### config.mk
export PLATFORM = sky130hd
export DESIGN_NAME = ulf_line_format
export DESIGN_NICKNAME = d
export VERILOG_FILES = /design/src/logic/ulf_pkg.sv /design/src/logic/ulf_line_format.sv /design/src/logic/ulf_rx_fifo.sv
export SDC_FILE = /design/constraint.sdc
export NUM_CORES = 1
export LEC_CHECK = 0
export BUFFER_PORTS_ARGS = -buffer_cell sky130_fd_sc_hd__clkbuf_2
export CAP_MARGIN = 40
export CORE_UTILIZATION = 56
export CTS_BUF_LIST = sky130_fd_sc_hd__clkbuf_2 sky130_fd_sc_hd__clkbuf_4 sky130_fd_sc_hd__clkbuf_8
export DETAILED_ROUTE_END_ITERATION = 6
export PLACE_DENSITY_LB_ADDON = 0.15
export SKIP_CTS_REPAIR_TIMING = 1
export SLEW_MARGIN = 30
export SYNTH_ARGS = -nofsm -noshare
export SYNTH_HDL_FRONTEND = slang
export SYNTH_HIERARCHICAL = 1
export SYNTH_SLANG_ARGS = --single-unit
### constraint.sdc
create_clock -name clock -period 8.4 [get_ports clock]
set_clock_uncertainty 0.1 [all_clocks]
set_input_delay 1.68 -clock clock [delete_from_list [all_inputs] [get_ports clock]]
set_output_delay 1.68 -clock clock [all_outputs]
set_load 0.005 [all_outputs]
### src/logic/ulf_pkg.sv
`default_nettype none
package ulf_pkg;
    // Register map and reset value
    localparam logic [15:0] LINE_FMT_ADDR   = 16'hFFA2;
    localparam logic [7:0]  LINE_FMT_RESET  = 8'h00;
    // Field positions inside line_format_control
    localparam int          CHAR_LEN_LSB    = 0;
    localparam int          STOP_COUNT_BIT  = 2;
    localparam int          PARITY_ON_BIT   = 3;
    localparam int          EVEN_PARITY_BIT = 4;
    localparam int          STICK_PARITY_BIT = 5;
    localparam int          BREAK_FORCE_BIT = 6;
    localparam int          RX_QUEUE_EN_BIT = 7;
    // Character data and receive queue shape
    localparam int          DATA_W          = 8;
    localparam int          RX_DEPTH        = 32;
    localparam logic [3:0]  MIN_CHAR_BITS   = 4'h5;
    // Line timing: bit time in ns, clock rate in MHz, counts in clocks
    localparam int          BIT_TIME_NS     = 8680;
    localparam int          CLK_MHZ         = 250;
    localparam logic [11:0] HALF_CLKS       = 12'((BIT_TIME_NS * CLK_MHZ) / (2 * 1000));
    // Stop length in half bits: one, one and a half, two
    localparam logic [2:0]  STOP_HALF_ONE   = 3'h2;
    localparam logic [2:0]  STOP_HALF_ONEH  = 3'h3;
    localparam logic [2:0]  STOP_HALF_TWO   = 3'h4;
    localparam logic [2:0]  BIT_HALVES      = 3'h2;
    typedef enum logic [2:0] {ULF_IDLE, ULF_START, ULF_DATA, ULF_PARITY, ULF_STOP} ulf_phase_e;
endpackage
`default_nettype wire

### src/logic/ulf_line_format.sv
`timescale 1ns/1ps
`default_nettype none
module ulf_line_format (
    input  wire logic                        clock,          // 250 MHz clock
    input  wire logic                        srst,           // Synchronous reset, high
    input  wire logic [15:0]                 regAddr,        // Register address
    input  wire logic                        regWrite,       // Write strobe
    input  wire logic                        regRead,        // Read strobe
    input  wire logic [7:0]                  regWrData,      // Write data
    output logic      [7:0]                  regRdData,      // Read data, next cycle
    input  wire logic [ulf_pkg::DATA_W-1:0]  txData,         // Character to send
    input  wire logic                        txValid,        // Character offered
    output logic                             txReady,        // Transmitter takes it
    output logic                             serialOutPin,   // Serial line out
    input  wire logic                        serialInPin,    // Serial line in, async
    output logic      [ulf_pkg::DATA_W-1:0]  rxData,         // Oldest received char
    output logic                             rxValid,        // Queue not empty
    input  wire logic                        rxReady,        // Reader pops a char
    output logic                             rxFlowHold,     // Receive flow control on
    output logic                             rxParityErr,    // Parity mismatch pulse
    output logic                             rxFrameErr,     // Missing stop bit pulse
    output logic                             rxOverrun       // Char lost, queue full
);
    import ulf_pkg::*;

    // Data bit count for a format byte
    function automatic logic [3:0] charBits(input logic [7:0] fmt);
        charBits = MIN_CHAR_BITS + {2'b00, fmt[CHAR_LEN_LSB+1 -: 2]};
    endfunction

    // Stop length in half bits
    function automatic logic [2:0] stopHalves(input logic [7:0] fmt);
        if (!fmt[STOP_COUNT_BIT]) begin
            stopHalves = STOP_HALF_ONE;
        end else if (fmt[CHAR_LEN_LSB+1 -: 2] == 2'b00) begin
            stopHalves = STOP_HALF_ONEH;
        end else begin
            stopHalves = STOP_HALF_TWO;
        end
    endfunction

    // Parity over the used data bits, with sense and stick options
    function automatic logic parityOf(input logic [7:0] fmt, input logic [7:0] data);
        logic x;
        x = 1'b0;
        for (int i = 0; i < DATA_W; i++) begin
            if (4'(i) < charBits(fmt)) begin
                x = x ^ data[i];
            end
        end
        if (fmt[STICK_PARITY_BIT]) begin
            parityOf = !fmt[EVEN_PARITY_BIT];
        end else begin
            parityOf = fmt[EVEN_PARITY_BIT] ? x : !x;
        end
    endfunction

    logic [7:0]  ctrl_q, ctrl_d;
    logic [7:0]  rdData_q, rdData_d;
    logic        flowHold_q, flowHold_d;
    logic        breakNow;
    logic        queueEn;

    assign breakNow = ctrl_q[BREAK_FORCE_BIT];
    assign queueEn  = ctrl_q[RX_QUEUE_EN_BIT];

    // Register port: one register, other addresses read as zero
    always_comb begin
        ctrl_d     = ctrl_q;
        rdData_d   = rdData_q;
        flowHold_d = !queueEn;
        if (regWrite && regAddr == LINE_FMT_ADDR) begin
            ctrl_d = regWrData;
        end
        if (regRead) begin
            rdData_d = (regAddr == LINE_FMT_ADDR) ? ctrl_q : 8'h00;
        end
    end

    always_ff @(posedge clock) begin
        if (srst) begin
            ctrl_q     <= LINE_FMT_RESET;
            rdData_q   <= 8'h00;
            flowHold_q <= 1'b1;
        end else begin
            ctrl_q     <= ctrl_d;
            rdData_q   <= rdData_d;
            flowHold_q <= flowHold_d;
        end
    end

    // Transmitter: format is latched per character so a mid-frame write cannot tear it
    ulf_phase_e  txState_q, txState_d;
    logic [11:0] txCnt_q, txCnt_d;
    logic [2:0]  txHalf_q, txHalf_d;
    logic [3:0]  txBit_q, txBit_d;
    logic [7:0]  txShift_q, txShift_d;
    logic [7:0]  txFmt_q, txFmt_d;
    logic        txPar_q, txPar_d;
    logic        txOut_q, txOut_d;
    logic        txRdy_q, txRdy_d;
    logic        txTick;
    logic        txEnd;
    logic [2:0]  txNeed;

    assign txTick = (txCnt_q == HALF_CLKS - 12'h001);
    assign txNeed = (txState_q == ULF_STOP) ? stopHalves(txFmt_q) : BIT_HALVES;
    assign txEnd  = txTick && (txHalf_q == txNeed - 3'h1);

    always_comb begin
        txState_d = txState_q;
        txCnt_d   = txTick ? 12'h000 : txCnt_q + 12'h001;
        txHalf_d  = txTick ? txHalf_q + 3'h1 : txHalf_q;
        txBit_d   = txBit_q;
        txShift_d = txShift_q;
        txFmt_d   = txFmt_q;
        txPar_d   = txPar_q;
        if (txEnd) begin
            txHalf_d = 3'h0;
        end
        case (txState_q)
            ULF_IDLE: begin
                txCnt_d  = 12'h000;
                txHalf_d = 3'h0;
                if (txValid && txRdy_q && !breakNow) begin
                    txState_d = ULF_START;
                    txShift_d = txData;
                    txFmt_d   = ctrl_q;
                    txPar_d   = parityOf(ctrl_q, txData);
                    txBit_d   = 4'h0;
                end
            end
            ULF_START: begin
                if (txEnd) begin
                    txState_d = ULF_DATA;
                end
            end
            ULF_DATA: begin
                if (txEnd) begin
                    txShift_d = {1'b0, txShift_q[7:1]};
                    txBit_d   = txBit_q + 4'h1;
                    if (txBit_q == charBits(txFmt_q) - 4'h1) begin
                        txState_d = txFmt_q[PARITY_ON_BIT] ? ULF_PARITY : ULF_STOP;
                    end
                end
            end
            ULF_PARITY: begin
                if (txEnd) begin
                    txState_d = ULF_STOP;
                end
            end
            ULF_STOP: begin
                if (txEnd) begin
                    txState_d = ULF_IDLE;
                end
            end
            default: begin
                txState_d = ULF_IDLE;
            end
        endcase
        // Line level follows the phase; break overrides everything
        case (txState_q)
            ULF_START:  txOut_d = 1'b0;
            ULF_DATA:   txOut_d = txShift_q[0];
            ULF_PARITY: txOut_d = txPar_q;
            default:    txOut_d = 1'b1;
        endcase
        if (breakNow) begin
            txOut_d = 1'b0;
        end
        txRdy_d = (txState_d == ULF_IDLE) && !breakNow && !(txValid && txRdy_q);
    end

    always_ff @(posedge clock) begin
        if (srst) begin
            txState_q <= ULF_IDLE;
            txCnt_q   <= 12'h000;
            txHalf_q  <= 3'h0;
            txBit_q   <= 4'h0;
            txShift_q <= 8'h00;
            txFmt_q   <= 8'h00;
            txPar_q   <= 1'b0;
            txOut_q   <= 1'b1;
            txRdy_q   <= 1'b0;
        end else begin
            txState_q <= txState_d;
            txCnt_q   <= txCnt_d;
            txHalf_q  <= txHalf_d;
            txBit_q   <= txBit_d;
            txShift_q <= txShift_d;
            txFmt_q   <= txFmt_d;
            txPar_q   <= txPar_d;
            txOut_q   <= txOut_d;
            txRdy_q   <= txRdy_d;
        end
    end

    // Receiver: line passes two flops before any decision is made on it
    logic        sin1_q, sin2_q;
    ulf_phase_e  rxState_q, rxState_d;
    logic [11:0] rxCnt_q, rxCnt_d;
    logic [2:0]  rxHalf_q, rxHalf_d;
    logic [3:0]  rxBit_q, rxBit_d;
    logic [7:0]  rxShift_q, rxShift_d;
    logic        rxPar_q, rxPar_d;
    logic        pushV_q, pushV_d;
    logic [7:0]  pushData_q, pushData_d;
    logic        parErr_q, parErr_d;
    logic        frmErr_q, frmErr_d;
    logic        ovr_q, ovr_d;
    logic        rxTick;
    logic        rxMid;
    logic        fifoInReady;
    logic [2:0]  rxStopNeed;

    assign rxTick     = (rxCnt_q == HALF_CLKS - 12'h001);
    assign rxMid      = rxTick && (rxHalf_q == 3'h1);
    assign rxStopNeed = stopHalves(ctrl_q);

    always_comb begin
        rxState_d  = rxState_q;
        rxCnt_d    = rxTick ? 12'h000 : rxCnt_q + 12'h001;
        rxHalf_d   = rxTick ? rxHalf_q + 3'h1 : rxHalf_q;
        rxBit_d    = rxBit_q;
        rxShift_d  = rxShift_q;
        rxPar_d    = rxPar_q;
        pushV_d    = 1'b0;
        pushData_d = pushData_q;
        parErr_d   = 1'b0;
        frmErr_d   = 1'b0;
        ovr_d      = pushV_q && queueEn && !fifoInReady;
        case (rxState_q)
            ULF_IDLE: begin
                rxCnt_d  = 12'h000;
                rxHalf_d = 3'h0;
                if (!sin2_q) begin
                    rxState_d = ULF_START;
                end
            end
            ULF_START: begin
                // Middle of start bit: a glitch back high is not a character
                if (rxTick) begin
                    rxHalf_d  = 3'h0;
                    rxBit_d   = 4'h0;
                    rxState_d = sin2_q ? ULF_IDLE : ULF_DATA;
                end
            end
            ULF_DATA: begin
                if (rxMid) begin
                    rxHalf_d  = 3'h0;
                    rxShift_d = {sin2_q, rxShift_q[7:1]};
                    rxBit_d   = rxBit_q + 4'h1;
                    if (rxBit_q == charBits(ctrl_q) - 4'h1) begin
                        rxState_d = ctrl_q[PARITY_ON_BIT] ? ULF_PARITY : ULF_STOP;
                    end
                end
            end
            ULF_PARITY: begin
                if (rxMid) begin
                    rxHalf_d  = 3'h0;
                    rxPar_d   = sin2_q;
                    rxState_d = ULF_STOP;
                end
            end
            ULF_STOP: begin
                if (rxMid && !sin2_q) begin
                    frmErr_d = 1'b1;
                end
                if (rxTick && rxHalf_q == rxStopNeed - 3'h1) begin
                    rxState_d  = ULF_IDLE;
                    rxHalf_d   = 3'h0;
                    pushData_d = rxShift_q >> (4'h8 - charBits(ctrl_q));
                    pushV_d    = 1'b1;
                    parErr_d   = ctrl_q[PARITY_ON_BIT] &&
                                 (rxPar_q != parityOf(ctrl_q, rxShift_q >> (4'h8 - charBits(ctrl_q))));
                    if (!sin2_q) begin
                        frmErr_d = 1'b1;
                    end
                end
            end
            default: begin
                rxState_d = ULF_IDLE;
            end
        endcase
    end

    always_ff @(posedge clock) begin
        if (srst) begin
            sin1_q     <= 1'b1;
            sin2_q     <= 1'b1;
            rxState_q  <= ULF_IDLE;
            rxCnt_q    <= 12'h000;
            rxHalf_q   <= 3'h0;
            rxBit_q    <= 4'h0;
            rxShift_q  <= 8'h00;
            rxPar_q    <= 1'b0;
            pushV_q    <= 1'b0;
            pushData_q <= 8'h00;
            parErr_q   <= 1'b0;
            frmErr_q   <= 1'b0;
            ovr_q      <= 1'b0;
        end else begin
            sin1_q     <= serialInPin;
            sin2_q     <= sin1_q;
            rxState_q  <= rxState_d;
            rxCnt_q    <= rxCnt_d;
            rxHalf_q   <= rxHalf_d;
            rxBit_q    <= rxBit_d;
            rxShift_q  <= rxShift_d;
            rxPar_q    <= rxPar_d;
            pushV_q    <= pushV_d;
            pushData_q <= pushData_d;
            parErr_q   <= parErr_d;
            frmErr_q   <= frmErr_d;
            ovr_q      <= ovr_d;
        end
    end

    // The line cannot be stalled, so a full queue drops the char and flags overrun
    ulf_rx_fifo #(
        .W     (DATA_W),
        .DEPTH (RX_DEPTH)
    ) u_rx_fifo (
        .clock    (clock),
        .srst     (srst),
        .clear    (!queueEn),
        .inValid  (pushV_q && queueEn),
        .inData   (pushData_q),
        .inReady  (fifoInReady),
        .outValid (rxValid),
        .outData  (rxData),
        .outReady (rxReady)
    );

    assign regRdData    = rdData_q;
    assign txReady      = txRdy_q;
    assign serialOutPin = txOut_q;
    assign rxFlowHold   = flowHold_q;
    assign rxParityErr  = parErr_q;
    assign rxFrameErr   = frmErr_q;
    assign rxOverrun    = ovr_q;

    // Checks beside the logic
    break_hold_a: assert property (@(posedge clock) disable iff (srst)
        breakNow ##1 breakNow |-> !serialOutPin && !txReady)
        else $error("break did not hold line low");
    reg_reset_a: assert property (@(posedge clock)
        srst |=> ctrl_q == LINE_FMT_RESET && !rxValid)
        else $error("control register not cleared by reset");
    queue_clear_a: assert property (@(posedge clock) disable iff (srst)
        !queueEn |=> !rxValid ##0 rxFlowHold)
        else $error("disabled queue not empty or flow hold low");
    stop_len_a: assert property (@(posedge clock) disable iff (srst)
        txState_q == ULF_STOP |-> txHalf_q < stopHalves(txFmt_q))
        else $error("stop period longer than selected");
    data_len_a: assert property (@(posedge clock) disable iff (srst)
        txState_q == ULF_DATA |-> txBit_q < charBits(txFmt_q))
        else $error("more data bits than selected");
    no_parity_a: assert property (@(posedge clock) disable iff (srst)
        $rose(txState_q == ULF_STOP) && !txFmt_q[PARITY_ON_BIT] |-> $past(txState_q) == ULF_DATA)
        else $error("parity phase with parity off");
    parity_out_a: assert property (@(posedge clock) disable iff (srst)
        txState_q == ULF_PARITY && $past(txState_q) == ULF_PARITY && !breakNow && !$past(breakNow)
        |-> serialOutPin == txPar_q)
        else $error("parity bit not on line");
    stick_val_a: assert property (@(posedge clock) disable iff (srst)
        txState_q == ULF_START && txFmt_q[STICK_PARITY_BIT] |-> txPar_q == !txFmt_q[EVEN_PARITY_BIT])
        else $error("stick parity value wrong");
    store_gate_a: assert property (@(posedge clock) disable iff (srst)
        pushV_q && queueEn && fifoInReady |=> rxValid)
        else $error("received char not stored");
    tx_frame_c: cover property (@(posedge clock) disable iff (srst)
        txState_q == ULF_STOP ##1 txState_q == ULF_IDLE);
    rx_push_c: cover property (@(posedge clock) disable iff (srst) pushV_q && queueEn);
    break_c: cover property (@(posedge clock) disable iff (srst) $rose(breakNow));
    overrun_c: cover property (@(posedge clock) disable iff (srst) rxOverrun);
endmodule
`default_nettype wire

### src/logic/ulf_rx_fifo.sv
`timescale 1ns/1ps
`default_nettype none
module ulf_rx_fifo #(
    parameter int W     = 8,
    parameter int DEPTH = 32
) (
    input  wire logic         clock,    // System clock
    input  wire logic         srst,     // Synchronous reset
    input  wire logic         clear,    // Empties the queue
    input  wire logic         inValid,  // Write request
    input  wire logic [W-1:0] inData,   // Write data
    output logic              inReady,  // Room for one more
    output logic              outValid, // Queue not empty
    output logic [W-1:0]      outData,  // Oldest entry
    input  wire logic         outReady  // Reader takes entry
);
    localparam int AW = $clog2(DEPTH);
    localparam logic [AW:0] DEPTH_C = (AW+1)'(DEPTH);

    logic [W-1:0]  mem [DEPTH];
    logic [AW-1:0] wrPtr_q, wrPtr_d;
    logic [AW-1:0] rdPtr_q, rdPtr_d;
    logic [AW:0]   count_q, count_d;
    logic          push;
    logic          pop;
    logic          outValid_q, outValid_d;
    logic [W-1:0]  outData_q, outData_d;

    // Reader side comes from flops; a write into the slot about to be read is bypassed
    assign inReady  = (count_q != DEPTH_C) && !clear;
    assign outValid = outValid_q;
    assign outData  = outData_q;
    assign push     = inValid && inReady;
    assign pop      = outValid && outReady && !clear;

    // Pointers wrap by power of two depth; clear wins over any traffic
    always_comb begin
        wrPtr_d = push ? wrPtr_q + 1'b1 : wrPtr_q;
        rdPtr_d = pop ? rdPtr_q + 1'b1 : rdPtr_q;
        count_d = count_q + (AW+1)'(push) - (AW+1)'(pop);
        if (clear) begin
            wrPtr_d = '0;
            rdPtr_d = '0;
            count_d = '0;
        end
        outValid_d = (count_d != '0);
        outData_d  = (push && wrPtr_q == rdPtr_d) ? inData : mem[rdPtr_d];
    end

    always_ff @(posedge clock) begin
        if (srst) begin
            wrPtr_q <= '0;
            rdPtr_q <= '0;
            count_q <= '0;
            outValid_q <= 1'b0;
            outData_q  <= '0;
        end else begin
            wrPtr_q <= wrPtr_d;
            rdPtr_q <= rdPtr_d;
            count_q <= count_d;
            outValid_q <= outValid_d;
            outData_q  <= outData_d;
        end
    end

    // Storage needs no reset; entries are only read when counted
    always_ff @(posedge clock) begin
        if (push) begin
            mem[wrPtr_q] <= inData;
        end
    end

    fifo_bound_a: assert property (@(posedge clock) disable iff (srst) count_q <= DEPTH_C)
        else $error("receive queue count above depth");
endmodule
`default_nettype wire

==> qor.yml, run 1 <==
sta:
  setup_tns_ns: 0
  setup_viol: 0
  setup_slack_ns: 4.15
  hold_viol_final: 0
  slew_violations: 0
  tightest_slew_ns: 0.808
  fin_crit_ns: 4.25
  slew_headroom: 0.460
  fmax_mhz: 236
  period_share: 0.505
  rsz0062_at_grt: "false"
  holdWs_ns: 0.324
critical_path:
  cp_data_arrival_time_ns: 4.58
  worstSetupEndpointType: "register"
  slowest_stage: "a21oi_4"
  crit_chain: "clkbuf_2 -> nand3_1 -> a21oi_4 -> buf_4 -> buf_16 -> mux2i_1 -> mux2_2 -> o32ai_1 -> o21ai_0 -> o311ai_0"
  path_buf_inv: 3
  crit_type: "input port to register"
  critPathLaunchType: "input port"
  slowest_delay_ns: 0.67
  critical-path-top-delay-family: "compound AO/OA/AOI/OAI gates"
  path_max_fanout: 54
  cp.required_ns: 8.73
die:
  initial_core_util: 0.572
  dieArea_um2: 30200
  die_h_um: 174
  row_count: 62
  io_pins: 62
  core_um2: 28900
  die_x_um: 174
synthesis:
  yosysTopAreaCellShare: 0.466
  yosys_most_used_dff: "edfxtp_1"
  syn_avg_cell_area_um2: 11.8
  synth.distinct_cells: 79
  netlist_top_cells_area: "edfxtp_1 47%, dfxtp_1 15%, nand2_1 4.0%, mux2i_1 3.7%, nor2_1 3.5%"
  syn-num-nets: 1462
  synth-edff-count: 256
  yosysWarningCount: 6
  ys_seq_area_frac: 0.616
  synth_seq_cells: 380
  synth_cells: 1394
  yosys.area.top_type: "edfxtp_1"
  synthArstFlopShare: 0
  synth_area_um2: 16500
grt:
  grt_max_degree: 79
  antenna_found_initial: 0
  grt_use_total: 0.243
  grt_pass1_wl_um: 57400
  grt_overflow: 0
  grt_pass1_vias: 10700
layout:
  drive_gt1_frac: 0.169
  diodes: 0
  finish.utilization: 0.640
  final_nets: 1556
  area_growth_syn_to_layout_pct: 11.9
  fill_cells: 2266
  final_common_cell: "edfxtp_1"
  mostFrequentLayoutCells: "256 x edfxtp_1, 177 x nand2_1, 154 x nor2_1, 124 x dfxtp_1, 106 x a21oi_1"
clocking:
  cts.clk_slew.worst_paths_ns: 0.06
  cts_buffer_depth: 3
  cts_max_level: 2
  clockRootBuffer: "clkbuf_8"
  cts_tree: "yes"
  clk_latency_ns: 0.58
  cts_buffers: 59
  cts.sinks: 380
route:
  vias_per_cell: 5.77
  vias: 11100
  antenna_left: 0
  routedWlPerCell_um: 18.9
  drtPass1Iterations: 5
  wirelength_um: 36300
  drc_errors: 0
  first_iter_violations: 798
placement:
  dp_slack_ns: 3.62
  place_congestion: 0.856
  hpwlAfterDp_um: 23100
  port-buffer-count: 61
min_path:
  hold_class: "register to register"
flow_run:
  max_cap_violations: 0
power:
  p_leak_uw: 0.00659
  vdd_drop_max_mv: 0.209
  power.density_nw_per_um2: 196
outcome:
  outcome: "complete, no violations"
synth_stat cells, drive strengths merged (3+ instances only):
master	instances
edfxtp	256
nand2	177
nor2	157
dfxtp	124
a21oi	108
mux2i	62
buf	44
and3	31
nand3	31
inv	29
ha	28
xor2	28
mux2	25
clkbuf	24
xnor2	24
o21ai	22
a221oi	20
o22ai	20
nand4	14
o311ai	13
a311oi	12
nor3	12
a22oi	11
nand2b	11
nor2b	10
or3	8
a22o	6
nand3b	6
o32ai	6
a31oi	5
and2	5
and4	5
nor4bb	5
a21o	4
and3b	4
mux4	4
nor3b	4
or2	4
a211oi	3
nor4b	3
or3b	3
where the power goes:
| part | total [uW] | leakage, uW | switching (uW) | internal, uW |
|---|---|---|---|---|
| combinational | 63.9 | 0.00254 | 37.2 | 26.6 |
| clock | 1570 | 0.000670 | 667 | 904 |
| sequential | 1990 | 0.00337 | 8.01 | 1980 |
| total | 3620 | 0.00659 | 712 | 2910 |
final cells by class:
| cell class | count | area, um2 | share of cell area |
|---|---|---|---|
| sequential | 380 | 10200 | 0.550 |
| clock buffer | 102 | 1180 | 0.0638 |
| clock inverter | 8 | 58.8 | 0.00318 |
| timing repair buffer | 101 | 636 | 0.0344 |
| inverter | 29 | 109 | 0.00589 |
| multi-input combinational | 917 | 5850 | 0.316 |
| tap | 384 | 480 | 0.0260 |
worst paths after layout:
kind	from	end	slack, ns	depth (start not counted)
max reg2reg	ctrl_q[7]	u_rx_fifo/outData[3]	4.74	9
min reg2reg	sin1_q	sin2_q	0.32	1
max	rxReady	u_rx_fifo/outData[3]	4.15	10
min	sin1_q	sin2_q	0.32	1
state kept, by name (all words and copies together) (netlist names), 6 cells and up:
register,flops
u_rx_fifo/count_q,6
regRdData,8
u_rx_fifo/mem,256
txShift_q,8
txCnt_q,12
rxShift_q,8
rxCnt_q,12
u_rx_fifo/outData,8
ctrl_q,8
pushData_q,8
metal layers:
metal	wire [um]	track usage	vias up
li1	-	-	5321
met1	15200	0.314	5348
met2	18000	0.422	335
met3	2090	0.0340	71
met4	1000	0.0808	0
met5	0	0	-
cells by family after synthesis:
logic type               synth area share
AND/OR/NAND/NOR                     0.142
XOR/XNOR                           0.0290
AO/OA/AOI/OAI                      0.0989
flip-flops                          0.616
buffers and inverters              0.0310
adder cells (fa/ha/maj)            0.0224
multiplexers                       0.0603
per-stage QoR:
step,instances,power [uW],instance area [um2]
2_1_floorplan,1394,2070,16500
3_3_place_gp,1787,2090,17000
3_5_place_dp,1797,2090,17100
4_1_cts,1907,3660,18400
5_1_grt,1921,3740,18500
6_report,1921,3620,18500
(Power assumes the default switching activity.)
==> run 2: changes to the inputs <==
Clock period 8.4 ns to 4.25 ns, I/O delays scaled along.
==> run 2 against run 1 <==
Via count hardly changed. Non-clock buffer count is 5 lower. Clock-buffer cell count is 24 lower. Cell area is 0.20% lower.
==> qor.yml, run 2 (synthesized netlist as in run 1, its figures left out) <==
grt:
  grt_use_total: 0.240
  antenna_found_initial: 0
  grt_pass1_vias: 10700
  grt_overflow: 0
  grt_max_degree: 81
  grt_pass1_wl_um: 57000
critical_path:
  r2r_start: "ctrl_q[0]"
  slowest_stage: "ha_1"
  crit_top_cell: "xnor2_1"
  worstSetupEndpointType: "register"
  critical-path-top-delay-family: "adder cells"
  crit_type: "register to register"
  cp.required_ns: 4.67
  critPathLaunchType: "register"
  worst-r2r-cell-count: 10
  cp_data_arrival_time_ns: 3.56
  path_buf_inv: 2
  crit_chain: "buf_4 -> inv_1 -> ha_1 -> mux4_2 -> xor2_1 -> xnor2_1 -> nor2b_1 -> xnor2_1 -> or3_1 -> a21oi_1"
  r2r-end: "rxParityErr"
  path_max_fanout: 18
  r2r_slack_ns: 1.11
  slowest_delay_ns: 0.64
flow_run:
  max_cap_violations: 0
min_path:
  hp-start: "sin1_q"
  hold_depth: 1
  hold_class: "register to register"
  whs_endpoint: "sin2_q"
sta:
  slew_violations: 0
  slew_headroom: 0.422
  rsz0062_at_grt: "false"
  setup_tns_ns: 0
  setup_viol: 0
  fin_crit_ns: 3.14
  tightest_slew_ns: 0.864
  fmax_mhz: 319
  period_share: 0.739
  setup_slack_ns: 1.11
  hold_viol_final: 0
power:
  power.density_nw_per_um2: 390
  vdd_drop_max_mv: 0.342
  p_leak_uw: 0.00655
  power.total_uw: 7190
layout:
  final_area_um2: 18400
  reg_top3: "u_rx_fifo/mem (256), rxCnt_q (12), txCnt_q (12)"
  final_nets: 1550
  top_register: "u_rx_fifo/mem"
  largest_reg_flops: 256
  diodes: 0
  drive_gt1_frac: 0.161
  fill_cells: 2258
  mostFrequentLayoutCells: "256 x edfxtp_1, 177 x nand2_1, 154 x nor2_1, 123 x dfxtp_1, 106 x a21oi_1"
  final_common_cell: "edfxtp_1"
  finish.utilization: 0.639
  area_growth_syn_to_layout_pct: 11.7
route:
  drtPass1Iterations: 5
  drc_errors: 0
  antenna_left: 0
  routedWlPerCell_um: 18.8
  vias: 11100
  vias_per_cell: 5.78
  wirelength_um: 36100
  first_iter_violations: 949
die:
  die_x_um: 174
  core_um2: 28900
  io_pins: 62
  row_count: 62
  die_h_um: 174
  dieArea_um2: 30200
  initial_core_util: 0.572
outcome:
  outcome: "complete, no violations"
clocking:
  clk_latency_ns: 0.61
  cts_max_level: 2
  cts_tree: "yes"
  cts_buffers: 58
  clockRootBuffer: "clkbuf_8"
  cts.clk_slew.worst_paths_ns: 0.07
  cts_buffer_depth: 3
  cts.sinks: 380
placement:
  dp_slack_ns: 0.996
  hpwlAfterDp_um: 23100
  placed_area_um2: 17100
  port-buffer-count: 61
  place_congestion: 0.849
run 2: changes by cell type in the layout (fill, tap and decap cells not counted), moves of 2 or more:
cell,change
buf_1,-4
buf_12,+3
buf_16,-2
buf_4,+2
buf_6,-2
bufinv_16,+3
clkbuf_4,-24
clkinv_1,+12
clkinv_2,+6
run 2: area by class of cell:
class                           count  area [um2]  area share
Sequential cell                   380       10200       0.551
Multi-Input combinational cell    917        5840       0.317
Clock buffer                       78         992      0.0538
Timing Repair Buffer               96         606      0.0328
Tap cell                          384         480      0.0261
Clock inverter                     31         243      0.0132
Inverter                           29         109     0.00590
run 2: worst max path at each step:
stage                                 endpoint  depth (start not counted)  startpoint  slack, ns
after global routing             pushData_q[7]                          9  rxCnt_q[0]       0.86
after floorplan                    rxParityErr                         12   ctrl_q[0]       1.27
after global placement    u_rx_fifo/outData[0]                          9     rxReady       1.07
after CTS                          rxParityErr                         10   ctrl_q[0]       1.09
final                              rxParityErr                         10   ctrl_q[0]       1.11
after detailed placement  u_rx_fifo/outData[2]                          8     rxReady        1.0
run 2: through the flow:
| stage | cells | hold WS, ns |
|---|---|---|
| after floorplan | 1394 | 0.289 |
| after global routing | 1915 | 0.310 |
| after global placement | 1796 | 0.292 |
| after CTS | 1907 | 0.306 |
| final | 1915 | 0.304 |
| after detailed placement | 1798 | 0.292 |
run 2: routing by layer:
layer,vias up,wire length (um),track usage
met3,87,2130,0.0379
met1,5328,15300,0.315
met4,0,1250,0.0961
met5,-,0,0
li1,5305,-,-
met2,349,17400,0.401
run 2: report_power, final:
part           leakage [uW]  switching [uW]  internal (uW)
logic               0.00253            72.9           53.3
clock network      0.000648            1370           1760
registers           0.00337            15.5           3910
total               0.00655            1460           5730
==> run 3: changes to the inputs <==
Clock period 4.25 ns to 2.9 ns, I/O delays scaled along.
==> run 3 against run 2 <==
Utilization up 2.4 points. Die area did not move. Via count grew 2.5%. Sequential power grew 46%. Critical path depth is 5 higher. Clock-buffer cell count rose by 10. Total power rose by 48%. Clock power rose by 51%. Flip-flop and latch count unchanged. Critical endpoint is now u_rx_fifo/outValid. Maximum frequency increased by 12%.
==> qor.yml, run 3 (synthesized netlist as in run 1, its figures left out) <==
outcome:
  outcome: "complete, no violations"
clocking:
  cts.sinks: 380
  cts_buffer_depth: 3
  clockRootBuffer: "clkbuf_8"
  cts.clk_slew.worst_paths_ns: 0.06
  clk_latency_ns: 0.61
  cts_tree: "yes"
  cts_buffers: 60
  cts_max_level: 2
critical_path:
  critPathLaunchType: "register"
  cp.required_ns: 3.24
  path_max_fanout: 2
  cp_data_arrival_time_ns: 3.14
  crit_type: "register to register"
  worstSetupEndpointType: "register"
route:
  drc_errors: 0
  drtPass1Iterations: 5
  antenna_left: 0
  vias: 11400
  wirelength_um: 38000
  first_iter_violations: 742
  vias_per_cell: 5.72
  routedWlPerCell_um: 19.1
grt:
  grt_overflow: 0
  grt_pass1_vias: 11300
  grt_max_degree: 49
  grt_use_total: 0.255
  antenna_found_initial: 0
  grt_pass1_wl_um: 60400
layout:
  diodes: 0
  final_area_um2: 19100
  final_common_cell: "edfxtp_1"
  final_nets: 1619
  reg_top3: "u_rx_fifo/mem (256), rxCnt_q (12), txCnt_q (12)"
  area_growth_syn_to_layout_pct: 15.9
  drive_gt1_frac: 0.216
  mostFrequentLayoutCells: "256 x edfxtp_1, 177 x nand2_1, 154 x nor2_1, 121 x dfxtp_1, 104 x a21oi_1"
  finish.utilization: 0.663
  final_cells: 1984
  top_register: "u_rx_fifo/mem"
  largest_reg_flops: 256
die:
  initial_core_util: 0.572
  die_h_um: 174
  core_um2: 28900
  io_pins: 62
  dieArea_um2: 30200
  die_x_um: 174
  row_count: 62
min_path:
  hold_class: "input port to register"
placement:
  port-buffer-count: 61
  dp.cells: 1869
  hpwlAfterDp_um: 25200
  place_congestion: 0.857
  placed_area_um2: 17800
flow_run:
  max_cap_violations: 0
power:
  power.density_nw_per_um2: 558
  p_leak_uw: 0.00696
  vdd_drop_max_mv: 0.339
sta:
  slew_headroom: 0.473
  setup_viol: 0
  fmax_mhz: 358
  fin_crit_ns: 2.79
  period_share: 0.963
  tightest_slew_ns: 0.790
  slew_violations: 0
  hold_viol_final: 0
  setup_tns_ns: 0
## run 3: cell count changes in the layout (fill, tap and decap cells not counted), moves of 5 or more
cell / change
clkbuf_4: +5
buf_4: +64
clkinv_1: -14
clkinv_2: +5
ha_1: -6
buf_12: +5
## run 3: final cells by class
| class | instances | area, um2 |
|---|---|---|
| Clock buffer | 88 | 1090 |
| Inverter | 29 | 109 |
| Sequential cell | 380 | 10200 |
| Fill cell | 2204 | 9720 |
| Clock inverter | 23 | 199 |
| Timing Repair Buffer | 163 | 1170 |
| Multi-Input combinational cell | 917 | 5920 |
| Tap cell | 384 | 480 |
## run 3: metrics by stage
stage / hold slack [ns] / worst slack [ns] / total power [uW]
4_1_cts: 0.0538 / 0.00881 / 10800
3_5_place_dp: 0.297 / -0.105 / 6060
2_1_floorplan: 0.289 / 0.0247 / 5990
5_1_grt: 0.0703 / -0.0226 / 11000
3_3_place_gp: 0.295 / 0.0397 / 6060
6_report: 0.0861 / 0.107 / 10700
## run 3: metal layers
metal / vias up / wire length, um / track usage
li1: 5433 / - / -
met1: 5503 / 15900 / 0.326
met2: 331 / 19000 / 0.444
met3: 83 / 1950 / 0.0360
met4: 0 / 1130 / 0.0892
met5: - / 0 / 0
## run 3: where the power goes
part	switching, uW	leakage, uW	total [uW]	internal (uW)
Clock	2050	0.000688	4730	2680
Sequential	19.6	0.00338	5750	5730
Combinational	111	0.00289	192	80.8
Total	2180	0.00696	10700	8490
## run 3: worst paths after layout
check,to,cells after the start,slack [ns],from
worst max-delay path,u_rx_fifo/outValid,15,0.11,u_rx_fifo/count_q[3]
worst min-delay path,sin1_q,2,0.09,serialInPin
worst max register to register,u_rx_fifo/outValid,15,0.11,u_rx_fifo/count_q[3]
worst min register to register,sin2_q,1,0.31,sin1_q
## run 3: worst max-delay path: stages, from the launching register on
cell     delay, ns
dfxtp_2       0.33
inv_1         0.06
ha_2          0.16
a31oi_1       0.18
and2_1        0.19
inv_2         0.05
ha_4          0.26
inv_2         0.04
ha_4          0.16
fa_2          0.38
a21oi_2       0.14
nor2_1        0.05
nor2_1        0.12
xor2_1        0.18
and2_1        0.17
a41oi_2       0.11
